## src/scan_seq_pkg.sv

```systemverilog
// constants for the measurement scan sequencer
package scan_seq_pkg;
    // command addresses
    localparam logic [5:0] CMD_SCAN_VOLT   = 6'h01;
    localparam logic [5:0] CMD_SCAN_TEMP   = 6'h02;
    localparam logic [5:0] CMD_SCAN_MIXED  = 6'h03;
    localparam logic [5:0] CMD_SCAN_WIRE   = 6'h04;
    localparam logic [5:0] CMD_SCAN_ALL    = 6'h05;
    localparam logic [5:0] CMD_SCAN_CONT   = 6'h06;
    localparam logic [5:0] CMD_SCAN_INHIB  = 6'h07;
    localparam logic [5:0] CMD_MEASURE     = 6'h08;
    // measure element suffixes
    localparam logic [5:0] ELEM_STACK      = 6'h00;
    localparam logic [5:0] ELEM_CELL_LO    = 6'h01;
    localparam logic [5:0] ELEM_CELL_HI    = 6'h0C;
    localparam logic [5:0] ELEM_TINT       = 6'h10;
    localparam logic [5:0] ELEM_EXT_LO     = 6'h11;
    localparam logic [5:0] ELEM_EXT_HI     = 6'h14;
    localparam logic [5:0] ELEM_REF        = 6'h15;
    // conversion slot codes shown on conv_slot
    localparam logic [4:0] SLOT_STACK      = 5'h00;
    localparam logic [4:0] SLOT_TINT       = 5'h10;
    localparam logic [4:0] SLOT_AUX_INPUT_ONE       = 5'h11;
    localparam logic [4:0] SLOT_LOOP       = 5'h16;
    localparam logic [4:0] SLOT_REF        = 5'h15;
    localparam logic [4:0] SLOT_WIRE       = 5'h18;
    localparam logic [4:0] SLOT_SUPPLY     = 5'h1E;
    localparam int         NUM_CELLS       = 12;
    localparam int         NUM_EXT         = 4;
    // register offsets of the plain port
    localparam logic [3:0] REG_CTRL        = 4'h0;
    localparam logic [3:0] REG_FAULT_CFG   = 4'h1;
    localparam logic [3:0] REG_LIMITS      = 4'h2;
    localparam logic [3:0] REG_STATUS      = 4'h3;
    localparam logic [3:0] REG_AUX         = 4'h4;
    // field positions
    localparam int         CTRL_PAUSE_BIT  = 0;
    localparam int         CTRL_SLEEP_BIT  = 1;
    localparam int         CTRL_STACK_BIT  = 2;
    localparam int         CFG_WIRE_BIT    = 4;
    localparam int         CFG_TEN_LSB     = 8;
    localparam logic [15:0] CFG_RESET      = 16'h0000;
    // timing
    localparam int         CLK_HZ          = 125000000;
    localparam int         TICK_MS         = 1;
    localparam int         TICK_CYC        = CLK_HZ / 1000 * TICK_MS;
    localparam int         PAUSE_MS        = 10;
    localparam int         BASE_MS         = 16;
    localparam int         TEMP_FIX_MS     = 512;
    localparam int         TEMP_FIX_CODE   = 3;
    localparam int         WIRE_FIX_CODE   = 5;
    localparam int         AWAKE_MAX_CODE  = 2;
    localparam logic [3:0] CODE_MAX        = 4'hC;
endpackage

```

## src/scan_seq.sv

```systemverilog
// measurement scan sequencer: scan orders, continuous timing and measure commands
`timescale 1ns/1ns
module scan_seq
    import scan_seq_pkg::*;
#(
    parameter int TICK_CYCLES = TICK_CYC
) (
    input  wire logic        ref_clk,
    input  wire logic        sys_rst,
    input  wire logic        cmd_valid,
    input  wire logic [5:0]  cmd_addr,
    input  wire logic [5:0]  cmd_suffix,
    output logic             cmd_forward,
    input  wire logic [3:0]  reg_addr,
    input  wire logic [15:0] reg_wdata,
    input  wire logic        reg_wr,
    input  wire logic        reg_rd,
    output logic [15:0]      reg_rdata,
    output logic             conv_start,
    output logic [4:0]       conv_slot,
    output logic             conv_wire_load,
    input  wire logic        conv_done,
    input  wire logic [13:0] conv_result,
    output logic             result_we,
    output logic [4:0]       result_slot,
    output logic [13:0]      result_data,
    output logic             balance_allow,
    output logic             awake,
    output logic             fault_pin,
    output logic             fault_send,
    output logic             wakeup_send,
    output logic             busy
);
    typedef enum logic [4:0] {
        ST_IDLE  = 5'b00001,
        ST_PAUSE = 5'b00010,
        ST_ISSUE = 5'b00100,
        ST_WAIT  = 5'b01000,
        ST_END   = 5'b10000
    } state_t;
    typedef enum logic [2:0] {
        PH_VOLT  = 3'd0,
        PH_WIRE  = 3'd1,
        PH_TEMP  = 3'd2,
        PH_MIXED = 3'd3,
        PH_MEAS  = 3'd4
    } phase_t;

    state_t      state;
    phase_t      phase;
    logic [4:0]  step;
    logic        do_wire;
    logic        do_temp;
    logic        cont_run;
    logic        in_cont;
    logic [5:0]  meas_elem;
    logic        fault_seen;
    logic [15:0] ctrl;
    logic [15:0] fault_cfg;
    logic [15:0] limits;
    logic [31:0] tick_cnt;
    logic        ms_tick;
    logic [17:0] ms_cnt;
    logic [17:0] volt_ms;
    logic [19:0] temp_ms;
    logic [19:0] wire_ms;
    logic [19:0] temp_acc;
    logic [19:0] wire_acc;
    logic [5:0]  pause_cnt;
    logic [13:0] aux_one;
    logic [4:0]  slot;
    logic        last_step;

    // slot for a step of a phase
    function automatic logic [4:0] slot_of(input phase_t ph, input logic [4:0] s, input logic [5:0] el);
        logic [4:0] r;
        r = SLOT_SUPPLY;
        unique case (ph)
            PH_VOLT:  r = (s < 5'd12) ? 5'd12 - s : (s == 5'd12 ? SLOT_STACK : SLOT_SUPPLY);
            PH_MIXED: begin
                if (s < 5'd6) r = 5'd12 - s;
                else if (s == 5'd6) r = SLOT_AUX_INPUT_ONE;
                else if (s < 5'd13) r = 5'd13 - s;
                else if (s == 5'd13) r = SLOT_STACK;
                else if (s == 5'd14) r = SLOT_TINT;
                else r = SLOT_SUPPLY;
            end
            PH_WIRE:  r = SLOT_WIRE;
            PH_TEMP:  r = (s < 5'd5) ? SLOT_TINT + s : (s == 5'd5 ? SLOT_LOOP : SLOT_REF);
            PH_MEAS:  r = el[4:0];
            default:  r = SLOT_SUPPLY;
        endcase
        return r;
    endfunction

    function automatic logic [4:0] steps_of(input phase_t ph);
        logic [4:0] n;
        n = 5'd0;
        unique case (ph)
            PH_VOLT:  n = 5'd13;
            PH_MIXED: n = 5'd15;
            PH_WIRE:  n = 5'd12;
            PH_TEMP:  n = 5'd6;
            PH_MEAS:  n = 5'd0;
            default:  n = 5'd0;
        endcase
        return n;
    endfunction

    function automatic logic elem_ok(input logic [5:0] e);
        return (e <= ELEM_CELL_HI) || (e >= ELEM_TINT && e <= ELEM_REF);
    endfunction

    assign slot      = slot_of(phase, step, meas_elem);
    assign last_step = (step == steps_of(phase));
    assign busy      = (state != ST_IDLE);

    // forwarded regardless of whether we take it
    always_ff @(posedge ref_clk) begin
        if (sys_rst) cmd_forward <= 1'b0;
        else cmd_forward <= cmd_valid;
    end

    // register port
    always_ff @(posedge ref_clk) begin
        if (sys_rst) begin
            ctrl      <= 16'h0000;
            fault_cfg <= CFG_RESET;
            limits    <= 16'h0000;
        end else if (reg_wr) begin
            unique case (reg_addr)
                REG_CTRL:      ctrl      <= reg_wdata;
                REG_FAULT_CFG: fault_cfg <= reg_wdata;
                REG_LIMITS:    limits    <= reg_wdata;
                default: ;
            endcase
        end
    end

    always_ff @(posedge ref_clk) begin
        if (sys_rst) reg_rdata <= 16'h0000;
        else if (reg_rd) begin
            unique case (reg_addr)
                REG_CTRL:      reg_rdata <= ctrl;
                REG_FAULT_CFG: reg_rdata <= fault_cfg;
                REG_LIMITS:    reg_rdata <= limits;
                REG_STATUS:    reg_rdata <= {12'h000, busy, in_cont, cont_run, fault_pin};
                REG_AUX:       reg_rdata <= {2'b00, aux_one};
                default:       reg_rdata <= 16'h0000;
            endcase
        end else reg_rdata <= 16'h0000;
    end

    // millisecond tick from one divider
    always_ff @(posedge ref_clk) begin
        if (sys_rst) begin
            tick_cnt <= 32'h00000000;
            ms_tick  <= 1'b0;
        end else if (tick_cnt == 32'(TICK_CYCLES - 1)) begin
            tick_cnt <= 32'h00000000;
            ms_tick  <= 1'b1;
        end else begin
            tick_cnt <= tick_cnt + 32'h00000001;
            ms_tick  <= 1'b0;
        end
    end

    // interval figures
    always_comb begin
        logic [3:0] c;
        c = (fault_cfg[3:0] > CODE_MAX) ? CODE_MAX : fault_cfg[3:0];
        volt_ms = 18'(BASE_MS) << c;
        temp_ms = (c <= 4'(TEMP_FIX_CODE)) ? 20'(TEMP_FIX_MS) : {volt_ms, 2'b00};
        if (fault_cfg[CFG_WIRE_BIT]) wire_ms = temp_ms;
        else wire_ms = (c <= 4'(WIRE_FIX_CODE)) ? 20'(TEMP_FIX_MS) : 20'(volt_ms);
    end

    // continuous scan flag and interval scheduling
    always_ff @(posedge ref_clk) begin
        if (sys_rst) begin
            cont_run <= 1'b0;
            ms_cnt   <= 18'h00000;
            temp_acc <= 20'h00000;
            wire_acc <= 20'h00000;
        end else begin
            if (cmd_valid && cmd_addr == CMD_SCAN_INHIB) cont_run <= 1'b0;
            else if (cmd_valid && cmd_addr == CMD_SCAN_CONT && state == ST_IDLE) cont_run <= 1'b1;
            if (!cont_run) begin
                ms_cnt   <= 18'h00000;
                temp_acc <= 20'h00000;
                wire_acc <= 20'h00000;
            end else if (ms_tick) begin
                ms_cnt <= (ms_cnt >= volt_ms - 18'h00001) ? 18'h00000 : ms_cnt + 18'h00001;
                if (ms_cnt >= volt_ms - 18'h00001) begin
                    temp_acc <= (temp_acc + 20'(volt_ms) >= temp_ms) ? 20'h00000 : temp_acc + 20'(volt_ms);
                    wire_acc <= (wire_acc + 20'(volt_ms) >= wire_ms) ? 20'h00000 : wire_acc + 20'(volt_ms);
                end
            end
        end
    end

    logic cont_due;
    // an inhibit in the same cycle beats a due scan, so no extra scan slips out after it
    assign cont_due = cont_run && ms_tick && (ms_cnt >= volt_ms - 18'h00001) &&
                      !(cmd_valid && cmd_addr == CMD_SCAN_INHIB);

    // sequencer
    always_ff @(posedge ref_clk) begin
        if (sys_rst) begin
            state      <= ST_IDLE;
            phase      <= PH_VOLT;
            step       <= 5'd0;
            do_wire    <= 1'b0;
            do_temp    <= 1'b0;
            in_cont    <= 1'b0;
            meas_elem  <= 6'h00;
            pause_cnt  <= 6'h00;
        end else begin
            unique case (state)
                ST_IDLE: begin
                    step <= 5'd0;
                    if (cont_due) begin
                        in_cont <= 1'b1;
                        phase   <= PH_VOLT;
                        do_wire <= (wire_acc + 20'(volt_ms) >= wire_ms);
                        do_temp <= (temp_acc + 20'(volt_ms) >= temp_ms);
                        pause_cnt <= 6'(PAUSE_MS);
                        state   <= ctrl[CTRL_PAUSE_BIT] ? ST_PAUSE : ST_ISSUE;
                    end else if (cmd_valid) begin
                        in_cont <= 1'b0;
                        do_wire <= (cmd_addr == CMD_SCAN_ALL);
                        do_temp <= (cmd_addr == CMD_SCAN_ALL);
                        meas_elem <= cmd_suffix;
                        unique case (cmd_addr)
                            CMD_SCAN_VOLT, CMD_SCAN_ALL: begin phase <= PH_VOLT;  state <= ST_ISSUE; end
                            CMD_SCAN_TEMP:  begin phase <= PH_TEMP;  state <= ST_ISSUE; end
                            CMD_SCAN_MIXED: begin phase <= PH_MIXED; state <= ST_ISSUE; end
                            CMD_SCAN_WIRE:  begin phase <= PH_WIRE;  state <= ST_ISSUE; end
                            CMD_MEASURE: if (elem_ok(cmd_suffix)) begin phase <= PH_MEAS; state <= ST_ISSUE; end
                            default: ;
                        endcase
                    end
                end
                ST_PAUSE: begin
                    if (ms_tick) pause_cnt <= pause_cnt - 6'h01;
                    if (ms_tick && pause_cnt == 6'h01) state <= ST_ISSUE;
                end
                ST_ISSUE: state <= ST_WAIT;
                ST_WAIT: if (conv_done) begin
                    if (!last_step) begin
                        step  <= step + 5'd1;
                        state <= ST_ISSUE;
                    end else if (phase == PH_VOLT && do_wire) begin
                        phase <= PH_WIRE; step <= 5'd0; state <= ST_ISSUE;
                    end else if ((phase == PH_VOLT || phase == PH_WIRE) && do_temp) begin
                        phase <= PH_TEMP; step <= 5'd0; state <= ST_ISSUE;
                    end else state <= ST_END;
                end
                ST_END: state <= ST_IDLE;
                default: state <= ST_IDLE;
            endcase
        end
    end

    assign conv_start     = (state == ST_ISSUE);
    assign conv_slot      = slot;
    assign conv_wire_load = (phase == PH_WIRE) && (state == ST_ISSUE || state == ST_WAIT);

    // result storage and compares; wire scan results are not stored
    always_ff @(posedge ref_clk) begin
        if (sys_rst) begin
            result_we   <= 1'b0;
            result_slot <= 5'h00;
            result_data <= 14'h0000;
            aux_one     <= 14'h0000;
            fault_seen  <= 1'b0;
        end else begin
            result_we <= 1'b0;
            if (state == ST_IDLE && (cont_due || cmd_valid)) fault_seen <= 1'b0;
            if (state == ST_WAIT && conv_done) begin
                result_we   <= (phase != PH_WIRE);
                result_slot <= slot;
                result_data <= conv_result;
                if (slot == SLOT_AUX_INPUT_ONE) aux_one <= conv_result;
                if ((phase == PH_VOLT || phase == PH_MIXED) && slot >= 5'd1 && slot <= 5'd12 &&
                    (conv_result > {limits[15:8], 6'h3F} || conv_result < {limits[7:0], 6'h00}))
                    fault_seen <= 1'b1;
                if (phase == PH_TEMP && slot >= SLOT_AUX_INPUT_ONE && slot < SLOT_AUX_INPUT_ONE + 5'd4 &&
                    fault_cfg[CFG_TEN_LSB + 32'(slot - SLOT_AUX_INPUT_ONE)] && conv_result < {limits[7:0], 6'h00})
                    fault_seen <= 1'b1;
                if (phase == PH_WIRE && conv_result < 14'h0010) fault_seen <= 1'b1;
            end
        end
    end

    // fault reporting at scan end; while continuous with stack and sleep set, a wakeup goes out one cycle before the fault
    always_ff @(posedge ref_clk) begin
        if (sys_rst) begin
            fault_pin   <= 1'b0;
            fault_send  <= 1'b0;
            wakeup_send <= 1'b0;
        end else begin
            fault_send  <= 1'b0;
            wakeup_send <= 1'b0;
            // clear first so a fault landing with the clearing write is not lost
            if (reg_wr && reg_addr == REG_STATUS) fault_pin <= 1'b0;
            if (state == ST_END && fault_seen) begin
                fault_pin <= 1'b1;
                if (ctrl[CTRL_STACK_BIT] && ctrl[CTRL_SLEEP_BIT] && in_cont) wakeup_send <= 1'b1;
                else fault_send <= 1'b1;
            end
            if (wakeup_send) fault_send <= 1'b1;
        end
    end

    // balancing and power
    always_comb begin
        balance_allow = !(ctrl[CTRL_PAUSE_BIT] && in_cont &&
                          (state == ST_PAUSE || ((state == ST_ISSUE || state == ST_WAIT) && phase == PH_VOLT)));
        awake = !ctrl[CTRL_SLEEP_BIT] || busy || (cont_run && fault_cfg[3:0] <= 4'(AWAKE_MAX_CODE));
    end

    AST_BUSY_IGNORE: assert property (@(posedge ref_clk) disable iff (sys_rst)
        (state == ST_WAIT && cmd_valid && !conv_done) |=> state == ST_WAIT || state == ST_ISSUE)
        else $error("command disturbed a running scan");
    AST_INHIBIT: assert property (@(posedge ref_clk) disable iff (sys_rst)
        (cmd_valid && cmd_addr == CMD_SCAN_INHIB) |=> !cont_run)
        else $error("inhibit did not clear repeat flag");
    AST_CONT_SET: assert property (@(posedge ref_clk) disable iff (sys_rst)
        (cmd_valid && cmd_addr == CMD_SCAN_CONT && state == ST_IDLE) |=> cont_run)
        else $error("continuous command did not set flag");
    AST_FAULT_PIN: assert property (@(posedge ref_clk) disable iff (sys_rst)
        (state == ST_END && fault_seen) |=> fault_pin)
        else $error("fault pin not raised");
    AST_WAKE_FIRST: assert property (@(posedge ref_clk) disable iff (sys_rst)
        wakeup_send |=> fault_send)
        else $error("fault not sent after wakeup");
    AST_END_IDLE: assert property (@(posedge ref_clk) disable iff (sys_rst)
        state == ST_END |=> state == ST_IDLE)
        else $error("no return to standby");
    AST_VOLT_FIRST: assert property (@(posedge ref_clk) disable iff (sys_rst)
        (state == ST_ISSUE && phase == PH_VOLT && step == 5'd0) |-> conv_slot == 5'd12)
        else $error("voltage scan not starting at cell 12");
    AST_PAUSE_BAL: assert property (@(posedge ref_clk) disable iff (sys_rst)
        state == ST_PAUSE |-> !balance_allow)
        else $error("balancing during pause");
    AST_NO_WIRE_DATA: assert property (@(posedge ref_clk) disable iff (sys_rst)
        (state == ST_WAIT && conv_done && phase == PH_WIRE) |=> !result_we)
        else $error("wire scan stored data");
endmodule // scan_seq

```

## config.mk

```make
export PLATFORM = sky130hd
export DESIGN_NAME = scan_seq
export DESIGN_NICKNAME = d
export VERILOG_FILES = /design/src/scan_seq_pkg.sv /design/src/scan_seq.sv
export SDC_FILE = /design/constraint.sdc
export NUM_CORES = 1
export LEC_CHECK = 0
export ABC_AREA = 0
export BUFFER_PORTS_ARGS = -buffer_cell sky130_fd_sc_hd__buf_2
export CAP_MARGIN = 40
export CORE_MARGIN = 2
export CORE_UTILIZATION = 44
export DETAILED_ROUTE_END_ITERATION = 7
export PLACE_DENSITY = 0.66
export SLEW_MARGIN = 20
export SYNTH_ARGS = -nofsm -noshare
export SYNTH_HDL_FRONTEND = slang
export SYNTH_SLANG_ARGS = --single-unit
```

## constraint.sdc

```tcl
create_clock -name ref_clk -period 14.2 [get_ports ref_clk]
set_clock_uncertainty 0.1 [all_clocks]
set_input_delay 0.71 -clock ref_clk [delete_from_list [all_inputs] [get_ports ref_clk]]
set_output_delay 0.71 -clock ref_clk [all_outputs]
set_load 0.1 [all_outputs]
```

# Word-level counts from Yosys, hierarchy flattened
# Index checks and enable logic that the tools add are counted.
[op_classes] addsub=12 order_cmp=22 eq_ne=43 shift=1 muxes=66 n_bitwise=5 reduce_logical=66
[op_table] operator="5-bit 2-to-1 mux" count=19
[op_table] operator="20-bit 2-to-1 mux" count=4
[op_table] operator="16-bit one-hot mux with 5 select lines" count=1
[op_table] operator="20-bit by 18-bit adder with 20-bit output" count=2
[op_table] operator="20-bit greater-or-equal comparator" count=2
[op_table] operator="18-bit 2-to-1 mux" count=2
[op_table] operator="32-bit by 1-bit adder with 32-bit output (second input constant)" count=1
[op_table] operator="32-bit by 17-bit == test with 1-bit output (second input constant)" count=1
[op_table] operator="32-bit by 5-bit less-than comparator with 1-bit output (second input constant)" count=1
[op_table] operator="1-bit logical AND" count=29
[op_table] operator="5-bit one-hot mux with 5 select lines" count=1
[op_table] operator="6-bit by 3-bit == test with 1-bit output (second input constant)" count=4
[op_table] operator="3-bit 2-to-1 mux" count=8
[op_table] operator="5-bit by 4-bit == test with 1-bit output (second input constant)" count=4
[op_table] operator="5-bit one-hot mux with 2 select lines" count=2
[op_table] operator="5-bit one-hot mux with 4 select lines" count=1
[op_table] operator="18-bit by 1-bit adder with 18-bit output (second input constant)" count=1
[op_table] operator="18-bit greater-or-equal comparator" count=1
[op_table] operator="1-bit 2-to-1 mux" count=18
[op_table] operator="5-bit by 4-bit << shifter with 18-bit output (first input constant)" count=1
[op_table] operator="18-bit by 1-bit subtractor with 18-bit output (second input constant)" count=1
[op_table] operator="4-bit one-hot mux with 4 select lines" count=1
[op_table] operator="5-bit by 3-bit == test with 1-bit output (second input constant)" count=3
[op_table] operator="3-bit one-hot mux with 5 select lines" count=1
[op_table] operator="59 further kinds" count=106
[word_totals] reg_bits=222 in_bits=52 out_inout_bits=50 word_cells=242

# Longest topological paths before layout
[logic_depth] depth_word=16 ltp_mapped=24 ltp_nobuf=22

# Worst setup path after synthesis
# No wires, ideal clock.
[synth_path] kind="reg2out" from="register state[0]" to="output conv_wire_load" t_arrival_ps=4233 t_required_ps=13390 slack_ps=9157 stages_incl_launch_ff=6 path_buffers=0 cell_sequence="dfxtp_1 -> nor2_1 -> nand2_1 -> nor3_1 -> nor2_1 -> nor2_1"
[synth_between] elab_chain_cells=3 elab_cells_between_ends=4
[synth_lines] element="start, declared" line="scan_seq.sv:49" rtl="state_t state;"
[synth_lines] element="start signal, assigned" line="scan_seq.sv:228" rtl="state <= ctrl[CTRL_PAUSE_BIT] ? ST_PAUSE : ST_ISSUE;"
[synth_lines] element="5-bit by 3-bit == test with 1-bit output"
[synth_lines] element="via conv_start" line="scan_seq.sv:19" rtl="output logic conv_start,"
[synth_lines] element="1-bit logical OR" line="scan_seq.sv:267" rtl="assign conv_wire_load = (phase == PH_WIRE) && (state == ST_ISSUE || state == ST_WAIT);"
[synth_lines] element="1-bit logical AND" line="scan_seq.sv:267"
[synth_lines] element="end, declared" line="scan_seq.sv:21" rtl="output logic conv_wire_load,"
# The timed path passes the listed nets, and every way through them passes these cells.

# Worst setup path after layout
[layout_path] from="register fault_cfg[2]" to="register wire_acc[18]"
[layout_between] elab_chain_cells=7 elab_cells_between_ends=14
[layout_lines] element="start, declared" line="scan_seq.sv:59" rtl="logic [15:0] fault_cfg;"
[layout_lines] element="start signal, assigned" line="scan_seq.sv:133" rtl="REG_FAULT_CFG: fault_cfg <= reg_wdata;"
[layout_lines] element="4-bit greater-than comparator" line="scan_seq.sv:171" rtl="c = (fault_cfg[3:0] > CODE_MAX) ? CODE_MAX : fault_cfg[3:0];"
[layout_lines] element="4-bit 2-to-1 mux *" line="scan_seq.sv:171"
[layout_lines] element="parallel branches: the longest is 5 deep, another holds 20-bit by 18-bit adder with 20-bit output"
[layout_lines] element="end signal, assigned" line="scan_seq.sv:196" rtl="wire_acc <= (wire_acc + 20'(volt_ms) >= wire_ms) ? 20'h00000 : wire_acc + 20'(volt_ms);"
[layout_lines] element="end, declared" line="scan_seq.sv:68" rtl="logic [19:0] wire_acc;"
# Mark *: on every way between the ends.
# A chain may end at the register's enable or synchronous reset.

==> results.txt <==
Worst path required time = 14.55 ns
Vias in the first global route = 10200
Port bufs = 101
Maximum clock path buffer count = 3
Vias/cell = 5.63
CTS tree = yes
Synth warn = 0
Routed vias = 11000
Peak VDD IR = 0.0925 mV
DPL Wire Length = 23800 um
TritonCTS Buffers = 24
Area Growth Syn to Fin = 14.4%
Power Dens Cells = 108 mW/mm^2
Ratio of cells with drive above 1 in the final layout = 12.6%
Final setup viols = 0
Resized cells post-CTS = 0
WHS Path Cells = 3
Synth Area per Inst = 8.29 sq um
DP Worst Slack = 8.47 ns
Iteration-0 DRC Markers = 850
Critical Path Source Type = register
R2R depth = 20
Lkg Pwr = 5.77 nW
Post-Layout Inst Area = 0.0139 sq mm
Fmax = 174 MHz
Root buf cell = clkbuf_16
Yosys top cell by area = dfxtp_1
Max-Cap Viols = 0
Post-detailed-route count of antenna-violating nets = 0
Post-Route WL = 32800 um
Yosys reg bits = 214
Initial Util = 45.0%
Synth cell types = 83
Post-synth EDFFs = 0
Clk sinks = 214
Slew HR = 45.5%
Slew @ Worst Pin = 0.807 ns
Final cell count without fillers = 1954
Fin. max-slew vios = 0
Placed cell area = 0.0131 sq mm
Core footprint = 0.0271 sq mm
Ys flop type = dfxtp_1
Area contributors post-synth = dfxtp_1 35%, ha_1 10%, nand2_1 6.5%, a21oi_1 5.9%, nor2_1 4.2%
First-pass GRT wire length = 52800 um
Latest clock arrival within the worst-skew pair = 0.53 ns
Clock Pin Slew Worst Setup and Hold Paths = 0.06 ns
Die ar. = 0.0291 sq mm
# nets final = 1719
IO Pins = 102
Pre-antenna DRT Iters = 7
Final Hold Vio Count = 0
Die H = 170 um
CTS H-Tree Depth = 1
Post-CTS Hold Buffers = 0
Rows = 60
GPL Wtd Cong = 0.902
Largest net degree at the start of global routing = 50
Syn Inst Count = 1471
CP endpoint kind = register
Top-area cell type share of the netlist area = 35.1%
Placed Cells = 1908
Worst Hold Class = in2reg
Post-route DRC = 0
Fin crit share = 40.6%
RSZ-0062 raised after global routing = false
Outcome = complete, no violations
Final WS setup = 8.44 ns
DIE WIDTH = 170 um
Setup Buffers After CTS = 0
Final min period = 5.76 ns
Antenna violations before repair = 3
All-layer global routing usage = 22.3%
Sequential fraction of the synthesis area = 35.1%
Top-count cell post-synth = dfxtp_1
Final Util = 51.5%
Critical Path Fanout Max = 18
Setup Crit Path Kind = reg2reg
Worst Path Arrival = 6.11 ns
TNS Setup = 0 ns
Commonest cells in the netlist = 214 x dfxtp_1, 210 x nand2_1, 143 x a21oi_1, 135 x nor2_1, 102 x ha_1
DR WL/cell = 16.8 um
Share of flip-flops with an asynchronous set or reset = 0%
Grt total ovfl = 0
Synth Cell Area = 0.0122 sq mm
-- area by class of cell --
type,count,area [sq um]
Tap cell,372,465
Clock inverter,11,153
Antenna cell,1,2.50
Multi-Input combinational cell,1147,7470
Inverter,58,218
Sequential cell,214,4280
Clock buffer,33,694
Fill cell,2569,13200
Timing Repair Buffer,118,659
-- placed cells by master, fill, tap and decap left out, types with 5 or more instances in the layout --
master     synthesis  final
a211oi_1          16     16
a21o_1            17     17
a21oi_1          143    143
a222oi_1          16     16
a22o_1            29     29
a22oi_1            6      6
a31oi_1           10     10
and2_1             9      9
and3_1            18     18
buf_2              5    101
buf_4              0     12
clkbuf_16          0     24
clkbuf_8           1      6
conb_1             2     14
dfxtp_1          214    214
ha_1             102    102
inv_1             56     56
mux2i_1           26     26
nand2_1          210    210
nand2b_1          15     15
nand3_1           45     45
nand3b_1           5      5
nand4_1           22     22
nor2_1           135    134
nor2b_1           16     16
nor3_1            26     26
nor3b_1            7      7
nor4_1            13     12
o21a_1            10     10
o21ai_0           45     45
or2_2              8      8
or3_1             11     11
or4_1              7      7
xnor2_1           31     31
xor2_1            47     47
-- critical path: stages, from the launching register on --
cell      delay [ns]
dfxtp_1         0.61
or2_2           0.25
inv_1           0.09
nand2_1         0.10
inv_1           0.09
ha_1            0.23
fa_1            0.41
a21oi_1         0.20
o211ai_1        0.14
o41ai_1         0.54
o21ai_0         0.27
or4_1           0.45
a31o_2          0.28
xor2_1          0.15
ha_1            0.31
a21oi_1         0.13
nor2b_1         0.06
a211oi_1        0.29
and4b_1         0.68
a21oi_1         0.18
a31oi_1         0.15
-- sequential cells by signal, summed over array words and instances (netlist names), 14 cells and up --
register,cells
ctrl,16
aux_one,14
wire_acc,16
limits,16
result_data,14
fault_cfg,16
temp_acc,16
reg_rdata,16
tick_cnt,32
ms_cnt,18
-- path summary, 6_finish.rpt --
| check | start | endpoint | slack (ns) |
|---|---|---|---|
| worst max-delay path | fault_cfg[2]$_SDFFE_PP0P_ | wire_acc[18]$_SDFFE_PP0P_ | 8.44 |
| worst min register to register | result_data[6]$_SDFFE_PP0P_ | result_data[6]$_SDFFE_PP0P_ | 0.36 |
| worst max register to register | fault_cfg[2]$_SDFFE_PP0P_ | wire_acc[18]$_SDFFE_PP0P_ | 8.44 |
| worst min-delay path | cmd_suffix[1] | meas_elem[1]$_SDFFE_PP0P_ | 0.34 |
-- per-stage QoR --
stage	power, mW	hold slack [ns]
3_3_place_gp	0.852	0.341
2_1_floorplan	0.793	0.330
6_report	1.50	0.335
3_5_place_dp	0.855	0.346
4_1_cts	1.51	0.323
5_1_grt	1.55	0.336
-- routing by layer --
metal / vias up / GRT usage (%) / routed length (um)
li1: 5434 / - / -
met1: 5145 / 31.7 / 15400
met2: 355 / 35.6 / 14600
met3: 67 / 3.09 / 1960
met4: 4 / 5.83 / 782
met5: - / 0 / 34
-- cells by family (layout without fill, tap and decap cells) --
family	Yosys count	after routing	share of synthesized area (%)
buffers and inverters	122	220	4.20
other	2	15	0.0616
flip-flops	214	214	35.1
multiplexers	31	31	2.99
adder cells (fa/ha/maj)	104	104	10.8
AND/OR/NAND/NOR	576	576	22.5
AO/OA/AOI/OAI	344	344	18.7
XOR/XNOR	78	78	5.60
-- power by group --
group,leakage [nW],internal (mW),switching [mW]
logic,3.63,0.0711,0.151
registers,1.73,0.610,0.0118
clock network,0.421,0.399,0.259
total,5.77,1.08,0.422
Power figures use the tool's default switching activity.
